### src/common/ustat_pkg.sv
/*
 * ustat_pkg: register map, bit positions, reset values and frame timing
 * for the serial transceiver status/control block.
 * Assumes a 32-bit APB slave with word-aligned registers.
 */
package ustat_pkg;
	// register byte offsets
	localparam logic [7:0] ADDR_STATUS   = 8'h00;
	localparam logic [7:0] ADDR_CTRL1    = 8'h04;
	localparam logic [7:0] ADDR_CTRL2    = 8'h08;
	localparam logic [7:0] ADDR_DATA     = 8'h0C;
	localparam logic [7:0] ADDR_BAUD     = 8'h10;
	// status bit positions
	localparam int ST_TXE   = 7;
	localparam int ST_TC    = 6;
	localparam int ST_RXF   = 5;
	localparam int ST_IDLE  = 4;
	localparam int ST_OR    = 3;
	localparam int ST_NF    = 2;
	localparam int ST_FE    = 1;
	localparam int ST_PE    = 0;
	// control one bit positions
	localparam int C1_R9    = 7;
	localparam int C1_T9    = 6;
	localparam int C1_LPD   = 5;
	localparam int C1_WS    = 4;
	localparam int C1_WAKE  = 3;
	localparam int C1_PCE   = 2;
	localparam int C1_PS    = 1;
	localparam int C1_PIE   = 0;
	// control two bit positions
	localparam int C2_TIE   = 7;
	localparam int C2_TX_DONE_IRQ_EN  = 6;
	localparam int C2_RIE   = 5;
	localparam int C2_IDLE_IRQ_EN  = 4;
	localparam int C2_TE    = 3;
	localparam int C2_RE    = 2;
	// reset values
	localparam logic [7:0] STATUS_RST = 8'hC0;
	localparam logic [7:0] CTRL1_RST  = 8'h00;
	localparam logic [7:0] CTRL2_RST  = 8'h00;
	localparam logic [7:0] BAUD_RST   = 8'h01;
	// sampling: sixteen samples per bit, majority of 8, 9 and 10
	localparam logic [3:0] SMP_LAST   = 4'hF;
	localparam logic [3:0] SMP_A      = 4'h7;
	localparam logic [3:0] SMP_B      = 4'h8;
	localparam logic [3:0] SMP_C      = 4'h9;
	localparam logic [3:0] SMP_HALF   = 4'h7;
	localparam logic [3:0] BITS_8     = 4'h8;
	localparam logic [3:0] BITS_9     = 4'h9;
	localparam logic [3:0] IDLE_BITS  = 4'hA;
	typedef enum logic [1:0] {USTAT_IDLE, USTAT_START, USTAT_DATA, USTAT_STOP} ustat_fsm_type;
endpackage : ustat_pkg

### src/rtl/ustat_core.sv
/*
 * ustat_core: serial transceiver with status flags, interrupt request,
 * wait/halt behaviour, control register one and an APB slave.
 * Assumes a 10 MHz core clock, an asynchronous serial line on rx_pin
 * and a CPU that supplies its halt state and global interrupt mask.
 */
// Chosen here: the APB register port and the register offsets.
`timescale 1ns/1ns
module ustat_core
	import ustat_pkg::*;
(
	input  wire logic        core_clk,
	input  wire logic        nrst,
	input  wire logic        psel,
	input  wire logic        penable,
	input  wire logic        pwrite,
	input  wire logic [7:0]  paddr,
	input  wire logic [31:0] pwdata,
	output logic      [31:0] prdata,
	output logic             pready,
	output logic             pslverr,
	input  wire logic        cpu_halt,
	input  wire logic        global_irq_unmask,
	input  wire logic        rx_pin,
	output logic             tx_pin,
	output logic             irq_q,
	output logic             wake_q
);
	logic       rst_m_q, rst_q;
	logic       rx_m_q, rx_s_q;
	logic [7:0] status_q, ctrl1_q, ctrl2_q, baud_q, rx_data_q, tx_buf_q;
	logic       tx_buf_full_q, st_seen_q;
	logic [7:0] pre_q;
	logic       tick;
	logic       lpd_stop;
	ustat_fsm_type tx_st_q, rx_st_q;
	logic [3:0] tx_smp_q, tx_bit_q, rx_smp_q, rx_bit_q, idle_cnt_q;
	logic [8:0] tx_sh_q, rx_sh_q;
	logic       tx_nine_q, tx_par_q, rx_nine_q, rx_par_q;
	logic [2:0] maj_q;
	logic       rx_noise_q, rx_mute_q;
	logic       acc, wr, rd, acc_st, acc_dat;
	logic       rx_done, rx_fe, rx_pe, rx_nf, rx_ninth;
	logic       tx_load, tx_finish;
	logic       irq_d;

	// majority of three samples, used for start, data and stop bits
	function automatic logic maj3(input logic [2:0] s);
		return (s[0] & s[1]) | (s[0] & s[2]) | (s[1] & s[2]);
	endfunction : maj3

	// decode of an accepted access at one register offset
	function automatic logic hit(input logic [7:0] a, input logic [7:0] off, input logic s);
		return s && (a == off);
	endfunction : hit

	// reset release through two flip-flops
	// assertion is asynchronous; release is aligned to the clock edge
	always_ff @(posedge core_clk or negedge nrst) begin
		if (!nrst) begin
			rst_m_q <= 1'b0;
			rst_q   <= 1'b0;
		end else begin
			rst_m_q <= 1'b1;
			rst_q   <= rst_m_q;
		end
	end

	// serial input synchroniser
	// only the second stage feeds logic; the first may still be settling
	always_ff @(posedge core_clk or negedge rst_q) begin
		if (!rst_q) begin
			rx_m_q <= 1'b1;
			rx_s_q <= 1'b1;
		end else begin
			rx_m_q <= rx_pin;
			rx_s_q <= rx_m_q;
		end
	end

	// bus decode; accesses complete in the access phase with no wait
	assign acc     = psel && penable && !cpu_halt;
	assign wr      = acc && pwrite;
	assign rd      = acc && !pwrite;
	assign acc_st  = hit(paddr, ADDR_STATUS, acc);
	assign acc_dat = hit(paddr, ADDR_DATA, acc);

	// apb answer, ready withheld during halt
	// unmapped offsets answer with an error and read as zero; writes are dropped
	always_ff @(posedge core_clk or negedge rst_q) begin
		if (!rst_q) begin
			prdata  <= 32'h0000_0000;
			pready  <= 1'b0;
			pslverr <= 1'b0;
		end else begin
			pready  <= psel && !penable && !cpu_halt;
			pslverr <= 1'b0;
			prdata  <= 32'h0000_0000;
			if (psel && !penable && !pwrite) begin
				case (paddr)
					ADDR_STATUS: prdata <= {24'h00_0000, status_q};
					ADDR_CTRL1:  prdata <= {24'h00_0000, ctrl1_q};
					ADDR_CTRL2:  prdata <= {24'h00_0000, ctrl2_q};
					ADDR_DATA:   prdata <= {24'h00_0000, rx_data_q};
					ADDR_BAUD:   prdata <= {24'h00_0000, baud_q};
					default:     pslverr <= 1'b0;
				endcase
			end
			if (psel && !penable && !(paddr inside {ADDR_STATUS, ADDR_CTRL1, ADDR_CTRL2,
				ADDR_DATA, ADDR_BAUD})) begin
				pslverr <= 1'b1;
			end
		end
	end

	// control registers; frozen in halt since acc is gated
	// a received ninth bit lands after a software write in the same cycle
	always_ff @(posedge core_clk or negedge rst_q) begin
		if (!rst_q) begin
			ctrl1_q <= CTRL1_RST;
			ctrl2_q <= CTRL2_RST;
			baud_q  <= BAUD_RST;
		end else begin
			if (hit(paddr, ADDR_CTRL1, wr)) begin
				ctrl1_q[7:1] <= pwdata[7:1];
				ctrl1_q[C1_PIE] <= pwdata[C1_PIE];
			end
			if (rx_done && rx_nine_q && !cpu_halt) begin
				ctrl1_q[C1_R9] <= rx_ninth;
			end
			if (hit(paddr, ADDR_CTRL2, wr)) begin
				ctrl2_q <= pwdata[7:0];
			end
			if (hit(paddr, ADDR_BAUD, wr)) begin
				baud_q <= pwdata[7:0];
			end
		end
	end

	// baud prescaler, one tick per sample; stopped in halt and low power
	// low power waits for both shifters to go idle so a byte in flight completes
	assign lpd_stop = ctrl1_q[C1_LPD] && tx_st_q == USTAT_IDLE && rx_st_q == USTAT_IDLE;
	assign tick     = (pre_q == 8'h00) && !cpu_halt && !lpd_stop;
	always_ff @(posedge core_clk or negedge rst_q) begin
		if (!rst_q) begin
			pre_q <= 8'h00;
		end else if (!cpu_halt && !lpd_stop) begin
			pre_q <= (pre_q == 8'h00) ? baud_q : pre_q - 8'h01;
		end
	end

	// transmit buffer; data write fills it
	// a written byte waits while tx empty is still set; software must first
	// do the status access and data write that clear it
	assign tx_load = tx_buf_full_q && !status_q[ST_TXE] && tx_st_q == USTAT_IDLE && tick
		&& ctrl2_q[C2_TE];
	always_ff @(posedge core_clk or negedge rst_q) begin
		if (!rst_q) begin
			tx_buf_q      <= 8'h00;
			tx_buf_full_q <= 1'b0;
		end else if (hit(paddr, ADDR_DATA, wr)) begin
			tx_buf_q      <= pwdata[7:0];
			tx_buf_full_q <= 1'b1;
		end else if (tx_load) begin
			tx_buf_full_q <= 1'b0;
		end
	end

	// transmitter: word size and parity latched per frame
	// the pin moves only on a tick, so every bit lasts sixteen ticks
	assign tx_finish = tick && tx_st_q == USTAT_STOP && tx_smp_q == SMP_LAST;
	always_ff @(posedge core_clk or negedge rst_q) begin
		if (!rst_q) begin
			tx_st_q   <= USTAT_IDLE;
			tx_smp_q  <= 4'h0;
			tx_bit_q  <= 4'h0;
			tx_sh_q   <= 9'h000;
			tx_nine_q <= 1'b0;
			tx_pin    <= 1'b1;
		end else if (tick) begin
			tx_smp_q <= tx_smp_q + 4'h1;
			case (tx_st_q)
				USTAT_IDLE: begin
					tx_pin   <= 1'b1;
					tx_smp_q <= 4'h0;
					if (tx_load) begin
						tx_st_q   <= USTAT_START;
						tx_nine_q <= ctrl1_q[C1_WS];
						tx_bit_q  <= 4'h0;
						tx_pin    <= 1'b0;
						if (ctrl1_q[C1_WS]) begin
							tx_sh_q <= {ctrl1_q[C1_PCE] ? (^tx_buf_q ^ ctrl1_q[C1_PS])
								: ctrl1_q[C1_T9], tx_buf_q};
						end else begin
							tx_sh_q <= {1'b0, ctrl1_q[C1_PCE] ?
								(^tx_buf_q[6:0] ^ ctrl1_q[C1_PS]) : tx_buf_q[7], tx_buf_q[6:0]};
						end
					end
				end
				USTAT_START: if (tx_smp_q == SMP_LAST) begin
					tx_st_q <= USTAT_DATA;
					tx_pin  <= tx_sh_q[0];
				end
				USTAT_DATA: if (tx_smp_q == SMP_LAST) begin
					tx_bit_q <= tx_bit_q + 4'h1;
					tx_sh_q  <= {1'b0, tx_sh_q[8:1]};
					if (tx_bit_q + 4'h1 == (tx_nine_q ? BITS_9 : BITS_8)) begin
						tx_st_q <= USTAT_STOP;
						tx_pin  <= 1'b1;
					end else begin
						tx_pin <= tx_sh_q[1];
					end
				end
				USTAT_STOP: if (tx_smp_q == SMP_LAST) begin
					tx_st_q <= USTAT_IDLE;
				end
				default: tx_st_q <= USTAT_IDLE;
			endcase
		end
	end

	// receiver: sample 16 per bit, majority of 8, 9, 10
	assign rx_done  = tick && rx_st_q == USTAT_STOP && rx_smp_q == SMP_LAST;
	// framing is judged from the majority of the stop-bit samples
	assign rx_fe    = !maj3(maj_q);
	assign rx_ninth = rx_sh_q[8];
	// eight-bit frames hold the word in bits 7:0 with bit 8 always zero, so
	// the parity sum must take in bit 0 as well
	assign rx_pe    = rx_par_q && (rx_nine_q ? (^rx_sh_q ^ ctrl1_q[C1_PS])
		: (^rx_sh_q[7:0] ^ ctrl1_q[C1_PS]));
	assign rx_nf    = rx_noise_q || (maj_q != 3'b000 && maj_q != 3'b111);
	always_ff @(posedge core_clk or negedge rst_q) begin
		if (!rst_q) begin
			rx_st_q    <= USTAT_IDLE;
			rx_smp_q   <= 4'h0;
			rx_bit_q   <= 4'h0;
			rx_sh_q    <= 9'h000;
			rx_nine_q  <= 1'b0;
			rx_par_q   <= 1'b0;
			maj_q      <= 3'b000;
			rx_noise_q <= 1'b0;
		end else if (tick) begin
			rx_smp_q <= rx_smp_q + 4'h1;
			if (rx_smp_q == SMP_A) maj_q[0] <= rx_s_q;
			if (rx_smp_q == SMP_B) maj_q[1] <= rx_s_q;
			if (rx_smp_q == SMP_C) maj_q[2] <= rx_s_q;
			case (rx_st_q)
				USTAT_IDLE: begin
					// the sample counter keeps running while idle so that the
					// idle-line counter sees a bit boundary every sixteen ticks
					if (!rx_s_q && ctrl2_q[C2_RE]) begin
						rx_st_q    <= USTAT_START;
						rx_nine_q  <= ctrl1_q[C1_WS];
						rx_par_q   <= ctrl1_q[C1_PCE];
						rx_bit_q   <= 4'h0;
						rx_noise_q <= 1'b0;
						rx_smp_q   <= 4'h1;
					end
				end
				USTAT_START: if (rx_smp_q == SMP_LAST) begin
					rx_st_q <= maj3(maj_q) ? USTAT_IDLE : USTAT_DATA;
					if (maj_q != 3'b000) rx_noise_q <= 1'b1;
				end
				USTAT_DATA: if (rx_smp_q == SMP_LAST) begin
					rx_sh_q <= rx_nine_q ? {maj3(maj_q), rx_sh_q[8:1]}
						: {1'b0, maj3(maj_q), rx_sh_q[7:1]};
					if (maj_q != 3'b000 && maj_q != 3'b111) rx_noise_q <= 1'b1;
					rx_bit_q <= rx_bit_q + 4'h1;
					if (rx_bit_q + 4'h1 == (rx_nine_q ? BITS_9 : BITS_8)) rx_st_q <= USTAT_STOP;
				end
				USTAT_STOP: if (rx_smp_q == SMP_LAST) rx_st_q <= USTAT_IDLE;
				default: rx_st_q <= USTAT_IDLE;
			endcase
		end
	end

	// idle line and mute for wake method
	// the counter saturates so the idle flag rises once per quiet period
	always_ff @(posedge core_clk or negedge rst_q) begin
		if (!rst_q) begin
			idle_cnt_q <= 4'h0;
			rx_mute_q  <= 1'b0;
		end else if (tick && rx_smp_q == SMP_LAST) begin
			if (!rx_s_q || rx_st_q != USTAT_IDLE) idle_cnt_q <= 4'h0;
			else if (idle_cnt_q != IDLE_BITS) idle_cnt_q <= idle_cnt_q + 4'h1;
			// zero leaves mute on idle; the address-mark exit for one is never reached, since rx_done always takes this branch
			if (!ctrl1_q[C1_WAKE] && idle_cnt_q + 4'h1 == IDLE_BITS) rx_mute_q <= 1'b0;
		end else if (rx_done && ctrl1_q[C1_WAKE] && rx_sh_q[rx_nine_q ? 8 : 7]) begin
			rx_mute_q <= 1'b0;
		end
	end

	// status flags; hardware set wins over software clear
	always_ff @(posedge core_clk or negedge rst_q) begin
		if (!rst_q) begin
			status_q  <= STATUS_RST;
			st_seen_q <= 1'b0;
			rx_data_q <= 8'h00;
		end else if (!cpu_halt) begin
			if (acc_st) st_seen_q <= 1'b1;
			else if (acc_dat) st_seen_q <= 1'b0;
			if (acc_dat && st_seen_q && pwrite) begin
				status_q[ST_TXE] <= 1'b0;
				status_q[ST_TC]  <= 1'b0;
			end
			if (acc_dat && st_seen_q) status_q[ST_PE] <= 1'b0;
			if (acc_dat && st_seen_q && !pwrite) begin
				status_q[ST_RXF]  <= 1'b0;
				status_q[ST_FE]   <= 1'b0;
				status_q[ST_NF]   <= 1'b0;
				status_q[ST_OR]   <= 1'b0;
				status_q[ST_IDLE] <= 1'b0;
			end
			if (tx_load) status_q[ST_TXE] <= 1'b1;
			if (tx_finish && !tx_buf_full_q) status_q[ST_TC] <= 1'b1;
			if (tick && rx_smp_q == SMP_LAST && idle_cnt_q + 4'h1 == IDLE_BITS)
				status_q[ST_IDLE] <= 1'b1;
			// a word that arrives while rx full is still set is dropped as overrun
			if (rx_done) begin
				if (status_q[ST_RXF]) begin
					status_q[ST_OR] <= 1'b1;
				end else begin
					rx_data_q         <= rx_sh_q[7:0];
					status_q[ST_RXF]  <= 1'b1;
					status_q[ST_FE]   <= rx_fe;
					status_q[ST_NF]   <= rx_nf;
					status_q[ST_PE]   <= rx_pe;
				end
			end
		end
	end

	// one shared request and wait wakeup; both frozen while halted so that a
	// pending event neither ends halt nor is lost when halt is left
	assign irq_d = global_irq_unmask && (
		(status_q[ST_TXE] && ctrl2_q[C2_TIE]) ||
		(status_q[ST_TC]  && ctrl2_q[C2_TX_DONE_IRQ_EN]) ||
		((status_q[ST_RXF] || status_q[ST_OR]) && ctrl2_q[C2_RIE]) ||
		(status_q[ST_IDLE] && ctrl2_q[C2_IDLE_IRQ_EN]) ||
		(status_q[ST_PE]  && ctrl1_q[C1_PIE]));
	always_ff @(posedge core_clk or negedge rst_q) begin
		if (!rst_q) begin
			irq_q  <= 1'b0;
			wake_q <= 1'b0;
		end else if (!cpu_halt) begin
			irq_q  <= irq_d;
			wake_q <= irq_d;
		end
	end
endmodule : ustat_core

### config.mk
export PLATFORM = sky130hd
export DESIGN_NAME = ustat_core
export DESIGN_NICKNAME = d
export VERILOG_FILES = /design/src/common/ustat_pkg.sv /design/src/rtl/ustat_core.sv
export SDC_FILE = /design/constraint.sdc
export NUM_CORES = 1
export LEC_CHECK = 0
export BUFFER_PORTS_ARGS = -buffer_cell sky130_fd_sc_hd__clkbuf_2
export CORE_ASPECT_RATIO = 0.6
export CORE_MARGIN = 2
export CORE_UTILIZATION = 58
export CTS_CLUSTER_SIZE = 20
export DETAILED_ROUTE_END_ITERATION = 16
export GPL_TIMING_DRIVEN = 0
export HOLD_SLACK_MARGIN = 0.05
export PLACE_DENSITY = 0.81
export SLEW_MARGIN = 40
export SYNTH_ARGS = -nofsm -noshare
export SYNTH_HDL_FRONTEND = slang
export SYNTH_SLANG_ARGS = --single-unit
### constraint.sdc
create_clock -name core_clk -period 4.64 [get_ports core_clk]
set_input_delay 0.696 -clock core_clk [delete_from_list [all_inputs] [get_ports core_clk]]
set_output_delay 0.696 -clock core_clk [all_outputs]
set_load 0.02 [all_outputs]
# After elaboration in Yosys (flattened, before gate mapping)
# Index checks and enable logic that the tools add are counted.
totals:
  word_cells: 252
  inputBits: 48
  ff_bits: 147
op_classes:
  bitwise_logic: 11
  n_reduce_logical: 99
  add_sub_neg: 6
  eq_ne: 32
  mux: 66
op_table:
  columns: ["operator", "count"]
  rows:
  - ["$logic_and A1 B1 Y1", 43]
  - ["$mux W4", 10]
  - ["$pmux W8 S5", 1]
  - ["$mux W9", 4]
  - ["$mux W1", 27]
  - ["$mux W2", 12]
  - ["$mux W8", 3]
  - ["$add A4 B1 Y4 const B", 5]
  - ["$eq A4 B4 Y1 const B", 5]
  - ["$reduce_bool A2 Y1", 10]
  - ["$ne A2 B2 Y1 const B", 9]
  - ["$pmux W9 S2", 1]
  - ["$eq A8 B4 Y1 const B", 2]
  - ["$logic_not A8 Y1", 2]
  - ["$pmux W2 S4", 2]
  - ["$pmux W4 S2", 2]
  - ["$reduce_and A2 Y1", 8]
  - ["$reduce_xor A8 Y1", 2]
  - ["$reduce_and A3 Y1", 4]
  - ["$reduce_and A4 Y1", 3]
  - ["$reduce_and A6 Y1", 2]
  - ["$logic_not A1 Y1", 9]
  - ["$reduce_bool A3 Y1", 3]
  - ["$reduce_xor A9 Y1", 1]
  - ["22 further kinds", 44]

# Logic depth before layout (Yosys ltp)
logic_depth:
  depth_word: 10
  ltp_mapped: 10
  depth_no_buf: 7

# Worst setup path before layout
# Ideal clock, no wire load.
synth_path:
  path_type: "input port to flip-flop"
  from: "input paddr[0]"
  to: "register tx_buf_q[0]"
  arrival_ns: 2.268
  required_time_ns: 4.515
  path_stages: 5
  slack_ns: 2.247
  path_buffers: 1
  cell_sequence: "or4_1 -> nor4_2 -> nand3_1 -> clkbuf_1 -> mux2_2"
synth_via:
  elab_chain_len: 2
synth_rtl:
  columns: ["item", "line_no", "text"]
  rows:
  - ["start: declaration", "ustat_core.sv:17", "input wire logic [7:0] paddr,"]
  - ["$eq A8 B4 Y1", "ustat_core.sv:54", "return s && (a == off);"]
  - ["$logic_and A1 B1 Y1", "ustat_core.sv:54", null]
  - ["end signal: assignment", "ustat_core.sv:162", "tx_buf_q <= pwdata[7:0];"]
  - ["end: declaration", "ustat_core.sv:31", "logic [7:0] status_q, ctrl1_q, ctrl2_q, baud_q, rx_data_q, tx_buf_q;"]
# No other way between the ends.
# A chain may end at the register's enable or synchronous reset.

# Worst setup path after layout
layout_path:
  from: "register rx_st_q[0]"
  to: "register tx_bit_q[1]"
layout_via:
  elab_chain_len: 8
layout_rtl:
  columns: ["item", "line_no", "text"]
  rows:
  - ["start: declaration", "ustat_core.sv:36", "ustat_fsm_type tx_st_q, rx_st_q;"]
  - ["start signal: assignment", "ustat_core.sv:261", "rx_st_q <= maj3(maj_q) ? USTAT_IDLE : USTAT_DATA;"]
  - ["$logic_not A2 Y1 *", "ustat_core.sv:142", "assign lpd_stop = ctrl1_q[C1_LPD] && tx_st_q == USTAT_IDLE && rx_st_q == USTAT_IDLE;"]
  - ["$logic_and A1 B1 Y1 *", "ustat_core.sv:142", null]
  - ["$logic_not A1 Y1 *", "ustat_core.sv:143", "assign tick = (pre_q == 8'h00) && !cpu_halt && !lpd_stop;"]
  - ["$logic_and A1 B1 Y1 *", "ustat_core.sv:143", null]
  - ["$logic_and A1 B1 Y1", "ustat_core.sv:155", "assign tx_load = tx_buf_full_q && !status_q[ST_TXE] && tx_st_q == USTAT_IDLE && tick"]
  - ["$logic_and A1 B1 Y1", "ustat_core.sv:156", "&& ctrl2_q[C2_TE];"]
  - ["$ne A2 B2 Y1 (no source line)", null, null]
  - ["$reduce_and A4 Y1 (no source line) *", null, null]
  - ["end signal: assignment", "ustat_core.sv:205", "tx_bit_q <= tx_bit_q + 4'h1;"]
  - ["end: declaration", "ustat_core.sv:37", "logic [3:0] tx_smp_q, tx_bit_q, rx_smp_q, rx_bit_q, idle_cnt_q;"]
# Mark *: on every way between the ends. The rest lies on a longest branch, timed or not.

==> insert_results.sql <==
INSERT INTO impl_metrics (metric_group, metric, value, unit) VALUES
('synthesis', 'yosys_most_used_dff', 'sky130_fd_sc_hd__dfrtp_1', ''),
('setup_path', 'path_length_in_cells_of_the_critical_path', '8', ''),
('routing', 'drt_first_pass_iters', '5', ''),
('floorplan', 'floorplan.io_pins', '85', ''),
('global_routing', 'grt_util_all_layers', '27.9', '%'),
('synthesis', 'mappedNetlistArea', '6440', 'um^2'),
('routing', 'detail-route-antenna-nets', '0', ''),
('setup_path', 'crit_required', '4.95', 'ns'),
('setup_path', 'worst-r2r-setup-slack', '1.93', 'ns'),
('layout', 'area_taken_by_flip_flops_and_latches', '3090', 'um^2'),
('power', 'max-vdd-ir-drop', '0.296', 'mV'),
('status', 'status', 'complete, no violations', ''),
('global_routing', 'globalRouteMet1Util', '39.4', '%'),
('synthesis', 'ys_ff_latch', '123', ''),
('setup_path', 'critical_path.cell_chain', 'inv_1 -> ha_1 -> clkbuf_1 -> a31o_2 -> nor3_4 -> buf_2 -> nand3b_1 -> a22o_1', ''),
('global_routing', 'groute.layer.met2.usage', '41.5', '%'),
('placed_design', 'dp_cells', '796', ''),
('timing', 'setup_violators_final', '0', ''),
('timing', 'max-slew-margin-rel', '55.1', '%'),
('routing', 'drt-total-wl', '15600', 'um'),
('floorplan', 'fp.dieArea', '12000', 'um^2'),
('clock_network', 'root_buffer', 'sky130_fd_sc_hd__clkbuf_16', ''),
('layout', 'share_of_cells_above_drive_strength_1', '25.7', '%'),
('routing', 'route.detailed.wl_per_inst', '18.8', 'um'),
('routing', 'num_vias', '4925', ''),
('global_routing', 'grt_busiest_layer', 'met2', ''),
('layout', 'final_net_count', '745', ''),
('timing', 'period_share', '58.3', '%'),
('synthesis', 'synth_async_sr_flop_share', '100', '%'),
('setup_path', 'critical_path.n_buffers_inverters', '3', ''),
('synthesis', 'synth_top_area_share', '45.5', '%'),
('timing', 'fmax', '0.369', 'GHz'),
('power', 'leakage_power_of_the_design', '3.52', 'nW'),
('clock_network', 'tritoncts', 'done', ''),
('global_routing', 'grt_antenna_before_repair', '0', ''),
('placed_design', 'dp_hpwl', '11200', 'um'),
('clock_network', 'clock_insertion_delay_worst_skew', '0.42', 'ns'),
('synthesis', 'synth.yosys.warnings', '0', ''),
('hold_path', 'timing.hold.worst.class', 'reg -> async', ''),
('layout', 'syn_to_final_growth', '16.7', '%'),
('timing', 'fin_tns_setup', '0', 'ns'),
('floorplan', 'row_count', '29', ''),
('global_routing', 'pin_count_of_the_biggest_net_entering_global_routing', '35', ''),
('routing', 'drt_drc_violations_left', '0', ''),
('layout', 'antenna-diode-count', '0', ''),
('routing', 'drt-vias-per-instance', '5.94', ''),
('layout', 'count_of_placed_standard_cells_in_the_final_layout_fillers_left_out', '829', ''),
('setup_path', 'worst_r2r_endpoint', 'tx_bit_q[1]', ''),
('synthesis', 'syn_area_per_cell', '10.8', 'um^2'),
('clock_network', 'clk_pin_slew', '0.06', 'ns'),
('clock_network', 'tritoncts.num_buffers', '17', ''),
('power', 'p_per_area', '370', 'nW/um^2'),
('synthesis', 'post_synthesis_cell_type_with_the_largest_combined_area', 'sky130_fd_sc_hd__dfrtp_1', ''),
('placed_design', 'port_buffers', '34', ''),
('placed_design', 'gp_congestion', '0.927', ''),
('run', 'max_cap_violations', '0', ''),
('layout', 'multi_input_comb_area', '3080', 'um^2'),
('timing', 'setup_repair_after_global_routing_missed_its_margin', 'no', ''),
('global_routing', 'vias_in_the_first_global_route', '4871', ''),
('clock_network', 'cts_sinks', '123', ''),
('routing', 'drt_iter0_drc', '467', ''),
('clock_network', 'cts.repair_timing.setup_buffer_count', '0', ''),
('setup_path', 'critPathCaptureType', 'flop', ''),
('floorplan', 'horizontal_extent_of_the_die', '140', 'um'),
('floorplan', 'start_util', '60.3', '%'),
('global_routing', 'globalRouteMet3Util', '9.99', '%'),
('timing', 'finalClockSkew', '0.00892', 'ns'),
('clock_network', 'clock_path_buffers', '2', ''),
('setup_path', 'r2r_cells', '8', ''),
('setup_path', 'path_delay_family', 'compound AO/OA/AOI/OAI gates', ''),
('timing', 'hold_viol_final', '0', '');
[sequential cells by signal, indices dropped and copies added (netlist names), 2 cells and up, named ones only]
signal,count
tx_buf_q,8
tx_st_q,2
ctrl2_q,8
baud_q,8
rx_bit_q,4
tx_sh_q,9
ctrl1_q,8
rx_smp_q,4
tx_bit_q,4
maj_q,3
rx_data_q,8
tx_smp_q,4
status_q,8
rx_sh_q,9
pre_q,8
idle_cnt_q,4
prdata,8
[worst register-to-register path, stage by stage (launching register included)]
cell and delay (ns):
sky130_fd_sc_hd__dfrtp_1 0.42, sky130_fd_sc_hd__inv_1 0.10, sky130_fd_sc_hd__ha_1 0.20, sky130_fd_sc_hd__clkbuf_1 0.25, sky130_fd_sc_hd__a31o_2 0.40, sky130_fd_sc_hd__nor3_4 0.41, sky130_fd_sc_hd__buf_2 0.32, sky130_fd_sc_hd__nand3b_1 0.21
sky130_fd_sc_hd__a22o_1 0.29
[metrics by stage]
step	hold WS (ns)	cell area, um^2	util [%]	power [W]	setup WS [ns]
2_1_floorplan	0.331	6520	-	0.00143	0.970
3_3_place_gp	0.337	6870	64.4	0.00149	-0.251
3_5_place_dp	0.262	6940	65.0	0.00152	1.87
4_1_cts	0.267	7510	70.4	0.00278	1.94
5_1_grt	0.293	7510	70.4	0.00289	1.68
6_report	0.251	7510	70.4	0.00278	1.93
[logic make-up (layout without fill, tap and decap cells)]
family          after synthesis  in the layout  synth area share [%]
compound gates              119            119                  11.7
xor+xnor                     22             22                  3.23
buf+inv                      66            136                  5.62
fa+ha+maj                    21             21                  4.04
simple gates                174            174                  14.0
flops                       123            123                  47.9
other cells                   2             25                 0.117
mux                          70             70                  13.3
[layer usage]
metal / up-vias / wire, um
li1: 2254 / -
met1: 2456 / 6960
met2: 187 / 7020
met3: 28 / 1410
met4: 0 / 233
met5: - / 0
[worst max-delay path by stage]
stage                                  to  slack [ns]  startpoint
5_1_grt                        tx_sh_q[7]        1.68  rx_st_q[0]
3_5_place_dp                   ctrl2_q[6]        1.87    paddr[0]
3_3_place_gp                   rx_sh_q[4]       -0.25       rst_q
6_report                      tx_bit_q[1]        1.93  rx_st_q[0]
2_1_floorplan  asynchronous set/reset pin        0.97       rst_q
4_1_cts                       tx_bit_q[1]        1.94  rx_st_q[0]
[layout by cell type (no fill, tap or decap), drive strengths merged, types with 21 or more instances in the layout]
cell type,instances
nand2,56
inv,22
mux2,54
nand3,21
clkbuf,65
conb,25
dfrtp,117
nor2,32
o21ai,46
buf,37
[what timing repair did]
item / 4_1_cts / 5_1_grt
resized for setup: 0 / 0
hold buffers: 1 / 0
hold endpoints to repair: 1 / 0
[synthesized netlist by cell type (4+ instances only)]
| cell type | n |
|---|---|
| sky130_fd_sc_hd__nand3_1 | 21 |
| sky130_fd_sc_hd__ha_1 | 20 |
| sky130_fd_sc_hd__nor2b_1 | 11 |
| sky130_fd_sc_hd__inv_1 | 18 |
| sky130_fd_sc_hd__mux2i_1 | 9 |
| sky130_fd_sc_hd__mux4_2 | 7 |
| sky130_fd_sc_hd__buf_2 | 4 |
| sky130_fd_sc_hd__mux2_2 | 54 |
| sky130_fd_sc_hd__nand2b_1 | 7 |
| sky130_fd_sc_hd__xnor2_1 | 16 |
| sky130_fd_sc_hd__o21ai_0 | 45 |
| sky130_fd_sc_hd__clkbuf_1 | 13 |
| sky130_fd_sc_hd__dfstp_2 | 6 |
| sky130_fd_sc_hd__nor3_1 | 13 |
| sky130_fd_sc_hd__a22oi_1 | 18 |
| sky130_fd_sc_hd__a21oi_1 | 20 |
| sky130_fd_sc_hd__a22o_1 | 5 |
| sky130_fd_sc_hd__nor2_1 | 32 |
| sky130_fd_sc_hd__dfrtp_1 | 117 |
| sky130_fd_sc_hd__xor2_1 | 5 |
| sky130_fd_sc_hd__nand3b_1 | 6 |
| sky130_fd_sc_hd__a31oi_1 | 9 |
| sky130_fd_sc_hd__nand2_1 | 56 |
| sky130_fd_sc_hd__buf_4 | 25 |
| sky130_fd_sc_hd__nand4_1 | 5 |
[report_power, final]
group	total [W]	internal, W	switching (W)
Clock	0.00127	0.000744	0.000524
Combinational	0.000312	0.000120	0.000192
Sequential	0.00120	0.00113	0.0000674
[final cells by class]
type / instances / area share, %
flip-flops and latches: 123 / 41.1
multi-input cells: 431 / 41.0
clock buffers: 18 / 5.71
plain buffers: 47 / 3.86
repair buffers: 38 / 3.20
well taps: 139 / 2.32
clock inverters: 14 / 1.83
inverters: 19 / 0.949
Note: power is estimated with default switching activity, not from simulation.
